$ cat config.mk
export PLATFORM = sky130hd
export DESIGN_NAME = caw_alarm
export DESIGN_NICKNAME = d
export VERILOG_FILES = /design/src/hdl/caw_pkg.sv /design/src/hdl/caw_fout_div.sv /design/src/hdl/caw_alarm.sv
export SDC_FILE = /design/constraint.sdc
export NUM_CORES = 1
export LEC_CHECK = 0
export ABC_AREA = 1
export BUFFER_PORTS_ARGS = -buffer_cell sky130_fd_sc_hd__buf_2
export CORE_MARGIN = 2
export CORE_UTILIZATION = 35
export DETAILED_ROUTE_END_ITERATION = 8
export PLACE_DENSITY_LB_ADDON = 0.25
export SYNTH_ARGS = -nofsm -noshare
export SYNTH_HDL_FRONTEND = slang
export SYNTH_SLANG_ARGS = --single-unit
$ cat constraint.sdc
create_clock -name mclk_i -period 4.3 [get_ports mclk_i]
set_input_delay 0.645 -clock mclk_i [delete_from_list [all_inputs] [get_ports mclk_i]]
set_output_delay 0.645 -clock mclk_i [all_outputs]
set_load 0.03 [all_outputs]
$ cat src/hdl/caw_pkg.sv
// caw_pkg: constants and types for the clock alarm, weekday and trim block
// assumes an 8-bit special function register port on the core clock
package caw_pkg;

    // ------------------------------------------------------------
    // register offsets
    // ------------------------------------------------------------
    localparam logic [7:0] OFS_TRIM = 8'h96;
    localparam logic [7:0] OFS_ALM_SUBSEC = 8'hf2;
    localparam logic [7:0] OFS_ALM_SEC = 8'hf3;
    localparam logic [7:0] OFS_ALM_MIN = 8'hf4;
    localparam logic [7:0] OFS_ALM_HOUR = 8'hf5;
    localparam logic [7:0] OFS_CTRL = 8'hf9;
    localparam logic [7:0] OFS_HOUR_CNT = 8'hfd;

    // ------------------------------------------------------------
    // field positions
    // ------------------------------------------------------------
    localparam int CTRL_IRQ_FLAG_BIT = 1;
    localparam int TRIM_FOUT_EN_BIT = 7;
    localparam int TRIM_LOAD_CAP_BIT = 6;

    // ------------------------------------------------------------
    // limits and reset values
    // ------------------------------------------------------------
    localparam logic [7:0] SUBSEC_MAX = 8'hff;
    localparam logic [7:0] SEC_MAX = 8'h3b;
    localparam logic [7:0] MIN_MAX = 8'h3b;
    localparam logic [4:0] HOUR_MAX = 5'h17;
    localparam logic [2:0] WDAY_LAST = 3'h7;
    localparam logic [2:0] WDAY_FIRST = 3'h1;
    localparam logic [2:0] WDAY_OFF = 3'h0;
    localparam logic [7:0] TRIM_BAD_VALUE = 8'h25;
    localparam logic [7:0] TRIM_RST = 8'h65;
    localparam logic [7:0] CTRL_RST = 8'h00;

    // ------------------------------------------------------------
    // timing
    // ------------------------------------------------------------
    localparam int OSC_DIV_FOUT = 8;
    localparam int OSC_DIV_TICK = 128;
    localparam int FOUT_HALF = OSC_DIV_FOUT / 2;

    // ------------------------------------------------------------
    // carriers
    // ------------------------------------------------------------
    typedef struct packed {
        logic wr;
        logic rd;
        logic [7:0] addr;
        logic [7:0] wdata;
    } caw_sfr_req_t;

    typedef struct packed {
        logic [7:0] subsec;
        logic [7:0] sec;
        logic [7:0] min;
        logic [4:0] hour;
    } caw_time_t;

endpackage : caw_pkg

$ cat src/hdl/caw_fout_div.sv
// caw_fout_div: divides the synchronised oscillator by eight for the pin
// assumes osc_edge_i pulses one core cycle per oscillator rising edge
`timescale 1ns/1ps
module caw_fout_div
    import caw_pkg::*;
(
    input wire logic mclk_i,
    input wire logic rst_n_i,
    input wire logic osc_edge_i,
    input wire logic en_i,
    output logic fout_o
);
    logic [2:0] cnt_q;
    logic [2:0] cnt_d;
    logic fout_d;

    assign cnt_d = osc_edge_i ? cnt_q + 3'h1 : cnt_q;
    assign fout_d = en_i & (cnt_q >= 3'(FOUT_HALF));

    always_ff @(posedge mclk_i or negedge rst_n_i) begin
        if (!rst_n_i) begin
            cnt_q <= 3'h0;
            fout_o <= 1'b0;
        end else begin
            cnt_q <= cnt_d;
            fout_o <= fout_d;
        end
    end
endmodule : caw_fout_div

$ cat src/hdl/caw_alarm.sv
// caw_alarm: alarm compare, weekday count and trim guard of the clock
// assumes time counts arrive on the core clock; osc and power pins are async
`timescale 1ns/1ps
module caw_alarm
    import caw_pkg::*;
(
    input wire logic mclk_i,
    input wire logic rst_b_i,
    input wire logic xtal_in_i,
    input wire logic retention_i,
    input wire caw_sfr_req_t sfr_req_i,
    input wire caw_time_t time_i,
    input wire logic hour_roll_i,
    output logic [7:0] sfr_rdata_o,
    output logic alarm_irq_o,
    output logic tick_o,
    output logic [2:0] weekday_field_o,
    output logic load_cap_select_o,
    output logic [2:0] trim_value_bits_o,
    output logic freq_out_pin_o,
    output logic freq_out_pin_oe_o
);
    // ------------------------------------------------------------
    // reset and input synchronisers
    // ------------------------------------------------------------
    logic [1:0] rst_sync_q;
    logic rst_n;
    logic [1:0] osc_sync_q;
    logic osc_prev_q;
    logic [1:0] ret_sync_q;
    logic retention;
    logic osc_edge;

    always_ff @(posedge mclk_i or negedge rst_b_i) begin
        if (!rst_b_i) begin
            rst_sync_q <= 2'b00;
        end else begin
            rst_sync_q <= {rst_sync_q[0], 1'b1};
        end
    end
    assign rst_n = rst_sync_q[1];

    always_ff @(posedge mclk_i or negedge rst_n) begin
        if (!rst_n) begin
            osc_sync_q <= 2'b00;
            osc_prev_q <= 1'b0;
            ret_sync_q <= 2'b00;
        end else begin
            osc_sync_q <= {osc_sync_q[0], xtal_in_i};
            osc_prev_q <= osc_sync_q[1];
            ret_sync_q <= {ret_sync_q[0], retention_i};
        end
    end
    assign osc_edge = osc_sync_q[1] & ~osc_prev_q;
    assign retention = ret_sync_q[1];

    // ------------------------------------------------------------
    // subsecond tick
    // ------------------------------------------------------------
    logic [6:0] tick_cnt_q;
    logic [6:0] tick_cnt_d;
    logic tick;

    assign tick = osc_edge & (tick_cnt_q == 7'(OSC_DIV_TICK - 1));
    assign tick_cnt_d = osc_edge ? tick_cnt_q + 7'h1 : tick_cnt_q;

    // ------------------------------------------------------------
    // register writes
    // ------------------------------------------------------------
    logic [7:0] alm_q [4];
    logic [7:0] ctrl_q;
    logic [7:0] trim_q;
    logic [2:0] wday_q;
    logic wr_ok;
    logic wr_ctrl;
    logic wr_trim;
    logic wr_hour;
    logic trim_good;
    logic [7:0] trim_d;
    logic [3:0] cmp_en;

    assign wr_ok = sfr_req_i.wr & ~retention;
    assign wr_ctrl = wr_ok & (sfr_req_i.addr == OFS_CTRL);
    assign wr_trim = wr_ok & (sfr_req_i.addr == OFS_TRIM);
    assign wr_hour = wr_ok & (sfr_req_i.addr == OFS_HOUR_CNT);
    assign trim_good = (sfr_req_i.wdata[5] != sfr_req_i.wdata[4])
                     & (sfr_req_i.wdata[3] != sfr_req_i.wdata[2])
                     & (sfr_req_i.wdata[1] != sfr_req_i.wdata[0]);
    assign trim_d = trim_good ? sfr_req_i.wdata
                  : {TRIM_BAD_VALUE[7], trim_q[TRIM_LOAD_CAP_BIT],
                     TRIM_BAD_VALUE[5:0]};
    assign cmp_en = {ctrl_q[4], ctrl_q[5], ctrl_q[6], ctrl_q[7]};

    // ------------------------------------------------------------
    // alarm compare
    // ------------------------------------------------------------
    logic [7:0] now [4];
    logic [7:0] lim [4];
    logic [3:0] fmatch;
    logic match;
    logic wr_alarm;
    logic fired_q;
    logic pend_q;
    logic flag_q;
    logic flag_d;
    logic fire;
    logic sw_clr;

    assign now[0] = time_i.subsec;
    assign now[1] = time_i.sec;
    assign now[2] = time_i.min;
    assign now[3] = {3'h0, time_i.hour};
    assign lim[0] = SUBSEC_MAX;
    assign lim[1] = SEC_MAX;
    assign lim[2] = MIN_MAX;
    assign lim[3] = {3'h0, HOUR_MAX};

    genvar gi;
    generate
        for (gi = 0; gi < 4; gi++) begin : g_field
            // disabled field matches; out-of-range never
            assign fmatch[gi] = ~cmp_en[gi]
                | ((alm_q[gi] == now[gi]) & (alm_q[gi] <= lim[gi]));
            always_ff @(posedge mclk_i or negedge rst_n) begin
                if (!rst_n) begin
                    alm_q[gi] <= 8'h00;
                end else if (wr_ok
                        && sfr_req_i.addr == OFS_ALM_SUBSEC + 8'(gi)) begin
                    alm_q[gi] <= sfr_req_i.wdata;
                end
            end
        end
    endgenerate

    assign match = (&fmatch) & (|cmp_en);
    assign wr_alarm = wr_ok & (sfr_req_i.addr >= OFS_ALM_SUBSEC)
                    & (sfr_req_i.addr <= OFS_ALM_HOUR);
    // synchronous on tick, asynchronous once after a write; one per tick
    assign fire = match & ((tick) | (pend_q & ~fired_q));
    assign sw_clr = wr_ctrl & ~sfr_req_i.wdata[CTRL_IRQ_FLAG_BIT];
    assign flag_d = (~|cmp_en) ? 1'b0
                  : fire ? 1'b1
                  : sw_clr ? 1'b0 : flag_q;

    // ------------------------------------------------------------
    // weekday
    // ------------------------------------------------------------
    logic [2:0] wday_d;

    assign wday_d = wr_hour ? sfr_req_i.wdata[7:5]
                  : ~hour_roll_i ? wday_q
                  : (wday_q == WDAY_OFF) ? WDAY_OFF
                  : (wday_q == WDAY_LAST) ? WDAY_FIRST
                  : wday_q + 3'h1;

    // ------------------------------------------------------------
    // state
    // ------------------------------------------------------------
    always_ff @(posedge mclk_i or negedge rst_n) begin
        if (!rst_n) begin
            tick_cnt_q <= 7'h00;
            ctrl_q <= CTRL_RST;
            trim_q <= TRIM_RST;
            wday_q <= WDAY_OFF;
            fired_q <= 1'b0;
            pend_q <= 1'b0;
            flag_q <= 1'b0;
        end else begin
            tick_cnt_q <= tick_cnt_d;
            ctrl_q <= wr_ctrl ? sfr_req_i.wdata : ctrl_q;
            trim_q <= wr_trim ? trim_d : trim_q;
            wday_q <= wday_d;
            fired_q <= tick ? fire : (fired_q | fire);
            pend_q <= wr_alarm | wr_ctrl | (pend_q & ~fire & ~tick);
            flag_q <= flag_d;
        end
    end

    // ------------------------------------------------------------
    // read data and outputs
    // ------------------------------------------------------------
    logic [7:0] rd_d;
    logic [7:0] ctrl_rd;

    assign ctrl_rd = {ctrl_q[7:2], flag_q, ctrl_q[0]};
    assign rd_d = (sfr_req_i.addr == OFS_CTRL) ? ctrl_rd
                : (sfr_req_i.addr == OFS_TRIM) ? trim_q
                : (sfr_req_i.addr == OFS_ALM_SUBSEC) ? alm_q[0]
                : (sfr_req_i.addr == OFS_ALM_SEC) ? alm_q[1]
                : (sfr_req_i.addr == OFS_ALM_MIN) ? alm_q[2]
                : (sfr_req_i.addr == OFS_ALM_HOUR) ? alm_q[3]
                : (sfr_req_i.addr == OFS_HOUR_CNT)
                    ? {wday_q, time_i.hour} : 8'h00;

    always_ff @(posedge mclk_i or negedge rst_n) begin
        if (!rst_n) begin
            sfr_rdata_o <= 8'h00;
            alarm_irq_o <= 1'b0;
            tick_o <= 1'b0;
            weekday_field_o <= WDAY_OFF;
            load_cap_select_o <= TRIM_RST[TRIM_LOAD_CAP_BIT];
            trim_value_bits_o <= 3'h0;
            freq_out_pin_oe_o <= 1'b0;
        end else begin
            sfr_rdata_o <= sfr_req_i.rd ? rd_d : 8'h00;
            alarm_irq_o <= flag_d;
            tick_o <= tick;
            weekday_field_o <= wday_d;
            load_cap_select_o <= trim_q[TRIM_LOAD_CAP_BIT];
            trim_value_bits_o <= {trim_q[5], trim_q[3], trim_q[1]};
            freq_out_pin_oe_o <= trim_q[TRIM_FOUT_EN_BIT];
        end
    end

    caw_fout_div u_fout (
        .mclk_i(mclk_i),
        .rst_n_i(rst_n),
        .osc_edge_i(osc_edge),
        .en_i(trim_q[TRIM_FOUT_EN_BIT]),
        .fout_o(freq_out_pin_o)
    );

    // ------------------------------------------------------------
    // assertions
    // ------------------------------------------------------------
    property p_no_enable_no_flag;
        @(posedge mclk_i) disable iff (!rst_n)
        (ctrl_q[7:4] == 4'h0) |=> !flag_q;
    endproperty
    a_no_enable_no_flag: assert property (p_no_enable_no_flag)
        else $error("flag set with all compares disabled");

    property p_flag_sticky;
        @(posedge mclk_i) disable iff (!rst_n)
        (flag_q && !sw_clr && (|cmp_en)) |=> flag_q;
    endproperty
    a_flag_sticky: assert property (p_flag_sticky)
        else $error("alarm flag dropped without clear");

    property p_tick_match_sets;
        @(posedge mclk_i) disable iff (!rst_n)
        (tick && match) |=> flag_q;
    endproperty
    a_tick_match_sets: assert property (p_tick_match_sets)
        else $error("tick match did not set flag");

    property p_bad_range;
        @(posedge mclk_i) disable iff (!rst_n)
        (cmp_en[2] && alm_q[2] > MIN_MAX) |-> !match;
    endproperty
    a_bad_range: assert property (p_bad_range)
        else $error("out of range minute matched");

    property p_one_per_tick;
        @(posedge mclk_i) disable iff (!rst_n)
        (fired_q && !tick) |-> !fire;
    endproperty
    a_one_per_tick: assert property (p_one_per_tick)
        else $error("second alarm in one tick");

    property p_wday_hold;
        @(posedge mclk_i) disable iff (!rst_n)
        (hour_roll_i && !wr_hour && wday_q == 3'h0) |=> wday_q == 3'h0;
    endproperty
    a_wday_hold: assert property (p_wday_hold)
        else $error("weekday left zero");

    property p_wday_wrap;
        @(posedge mclk_i) disable iff (!rst_n)
        (hour_roll_i && !wr_hour && wday_q == 3'h7) |=> wday_q == 3'h1;
    endproperty
    a_wday_wrap: assert property (p_wday_wrap)
        else $error("weekday did not wrap to one");

    property p_trim_bad;
        @(posedge mclk_i) disable iff (!rst_n)
        (wr_trim && !trim_good) |=> (trim_q[5:0] == TRIM_BAD_VALUE[5:0])
            && !trim_q[7] && trim_q[6] == $past(trim_q[6]);
    endproperty
    a_trim_bad: assert property (p_trim_bad)
        else $error("bad trim write not forced");

    property p_retention_ignore;
        @(posedge mclk_i) disable iff (!rst_n)
        (sfr_req_i.wr && retention && sfr_req_i.addr == OFS_CTRL)
            |=> $stable(ctrl_q);
    endproperty
    a_retention_ignore: assert property (p_retention_ignore)
        else $error("write taken during retention");

    c_alarm_fire: cover property (@(posedge mclk_i) disable iff (!rst_n)
        fire);
    c_async_fire: cover property (@(posedge mclk_i) disable iff (!rst_n)
        fire && !tick);
    c_wday_wrap: cover property (@(posedge mclk_i) disable iff (!rst_n)
        hour_roll_i && wday_q == 3'h7);
endmodule : caw_alarm

==> flow_summary.json <==
{
  "p_per_area_nw_per_um2": 378,
  "antenna_found_initial": 0,
  "relSlewSlack_pct": 27.8,
  "cts_tree": "done",
  "ys_seq_area_share_pct": 47.8,
  "p_leak_nw": 2.78,
  "via_per_inst": 4.64,
  "overflow": 0,
  "n_fill_cell": 1324,
  "diodes": 0,
  "drt_iter0_markers": 196,
  "synth_warnings": 0,
  "grt_setup_unrepaired": "no",
  "slowest_delay_ns": 0.65,
  "dieArea_um2": 13700,
  "firstDrtPassIters": 4,
  "maxCapViolations": 0,
  "totalPowerFinal_w": 0.00200,
  "synth_fp_nets": 648,
  "multiInputGateArea_um2": 1900,
  "grt_first_pass_wirelength_mm": 18.6,
  "ctsResizeCount": 0,
  "synth_edf_count": 0,
  "core_region_area_um2": 12500,
  "vias": 3907,
  "portBuffers": 70,
  "grt_use_total_pct": 18.0,
  "synth.avg_cell_area_um2": 7.55,
  "crit_slowest_cell": "nor4_2",
  "syn_inst": 591,
  "fmax_mhz": 528,
  "final_cell_mix": "201 x nand2_1, 94 x inv_1, 79 x dfrtp_1",
  "drcViolationCount": 0,
  "hold_buffers": 0,
  "clkTransAtPathRegs_ns": 0.06,
  "nets": 722,
  "synth_ff_type": "dfrtp_1",
  "gp_congestion": 0.906,
  "drive_gt1_share_pct": 17.5,
  "clock_skew_ns": 0.00927,
  "report.final.slew_viol_count": 0,
  "setup_viol": 0,
  "grt_max_degree": 84,
  "hpwl_mm": 8.73,
  "clk_latency_ns": 0.34,
  "ant_nets": 0,
  "die_w_um": 117,
  "tightest_slew_ns": 1.08,
  "postSynth.asyncResetShare_pct": 100,
  "cp_cell_sequence": "buf_2 > inv_1 > nand2_1 > nor4_2 > nand2_1 > nand4_1 > nand2_1 > inv_1",
  "grt_pass1_vias": 3798,
  "numCtsBuffers": 9,
  "ios": 71,
  "synth.ff_latch_count": 85,
  "fin_crit_ns": 1.89,
  "dieHeight_um": 117,
  "cp_max_fo": 8,
  "num_rows": 41,
  "clockBufferDepth": 2,
  "cp-start-kind": "primary input",
  "required_ns": 4.58,
  "area_delta_synth_final_pct": 18.9,
  "cts.sinks": 85,
  "final_common_cell": "nand2_1",
  "tns_ns": 0,
  "finalHoldViolCount": 0,
  "run_status": "complete, no violations",
  "wire_per_inst_um": 13.5,
  "end_kind": "register",
  "drt-total-wl_mm": 11.4,
  "syn_area_um2": 4460,
  "irDropWorstVdd_mv": 0.175,
  "min_path_type": "primary input to asynchronous set/reset pin",
  "cp_data_arrival_time_ns": 2.17,
  "h-tree-depth": 3,
  "fin_crit_sh_pct": 44.0,
  "seqCellArea_um2": 2140,
  "initial_core_util_pct": 35.6,
  "worst_path_most_repeated_cell": "nand2_1",
  "clock-root-buffer": "clkbuf_16",
  "post_cts_buffers": 0,
  "synth_cell_types": 32,
  "worstSetupPathType": "primary input to register"
}
-- power by group --
group	internal (W)	switching [W]	leakage (nW)
Clock	0.000531	0.000326	0.165
Sequential	0.000860	0.0000700	1.12
Combinational	0.0000895	0.000128	1.49
Total	0.00148	0.000525	2.78
-- cell families after synthesis --
| kind of cell | Yosys count | share of synthesized area (%) |
|---|---|---|
| AND/OR/NAND/NOR | 302 | 28.3 |
| buffers and inverters | 106 | 9.65 |
| flip-flops | 85 | 47.8 |
| AO/OA/AOI/OAI | 76 | 9.62 |
| XOR/XNOR | 16 | 3.14 |
| adder cells (fa/ha/maj) | 5 | 1.40 |
| other | 1 | 0.0840 |
-- path summary, 6_finish.rpt --
path                                from        endpoint  slack [ns]  cells past startpoint
max                        sfr_req_i[11]  sfr_rdata_o[7]        2.41                      8
min                              rst_b_i   rst_sync_q[1]        0.08                      1
max reg2reg                ret_sync_q[1]          flag_q        2.60                      6
min reg2reg                rst_sync_q[0]   rst_sync_q[1]        0.35                      0
max in group asynchronous  rst_sync_q[1]  sfr_rdata_o[1]        3.07                      0
min in group mclk_i        rst_sync_q[0]   rst_sync_q[1]        0.35                      0
-- metal layers --
metal	vias to the layer above	track usage (%)	share of wire [%]
met2	91	29.5	48
met1	1841	23.6	44
met5	-	0	0
met3	10	4.22	6.3
li1	1965	-	-
met4	0	5.73	1.2
-- cells in the mapped netlist, types with 2 or more instances --
master	instances	share of area, %
nand2_1	201	17
inv_1	94	7.9
dfrtp_1	80	45
nor2_1	59	5.0
o21ai_0	51	5.7
nand3_1	11	1.2
nand4_1	11	1.5
o21ai_1	10	1.1
xnor2_1	9	1.8
o21ai_2	8	1.6
xor2_1	7	1.4
dfstp_2	5	2.9
ha_1	5	1.4
inv_2	5	0.42
nor3_1	5	0.56
nand2_2	4	0.56
nor2_2	4	0.56
clkbuf_1	3	0.25
a22oi_1	2	0.34
buf_6	2	0.50
nor3_4	2	0.73
o211ai_1	2	0.34
o311ai_0	2	0.39
-- stage by stage --
step	setup slack [ns]	hold WS [ns]	cells	cell area [um2]	utilization, %
floorplan	1.77	0.331	591	4460	-
global placement	2.10	0.336	826	4970	39.7
detailed placement	2.07	0.340	826	4970	39.7
CTS	2.42	0.0706	842	5310	42.4
global route	2.22	0.0759	842	5310	42.4
finish	2.41	0.0782	842	5310	42.4
-- area by class of cell --
cell class	instances	area share [%]
multi-input combinational	400	35.8
inverter	99	7.00
clock buffer	10	4.50
tap	172	4.06
clock inverter	6	1.77
timing repair buffer	70	6.60
sequential	85	40.3
-- registers in the layout (all words and copies together), names as in the netlist --
name and cells:
ctrl_q 7, wday_q 3, osc_prev_q 1, fired_q 1, ret_sync_q 2, load_cap_select_o 1, freq_out_pin_oe_o 1, pend_q 1
u_fout.cnt_q 3, tick_o 1, trim_value_bits_o 3, tick_cnt_q 7, u_fout.fout_o 1, trim_q 8, alm_q 32, osc_sync_q 2
flag_q 1, sfr_rdata_o 8, rst_sync_q 2
-- worst max-delay path, delay by kind of cell --
family	cells	cell delay, ns
buf+inv	3	0.35
simple gates	5	1.18
No activity file was read; power rests on OpenSTA's default activity.
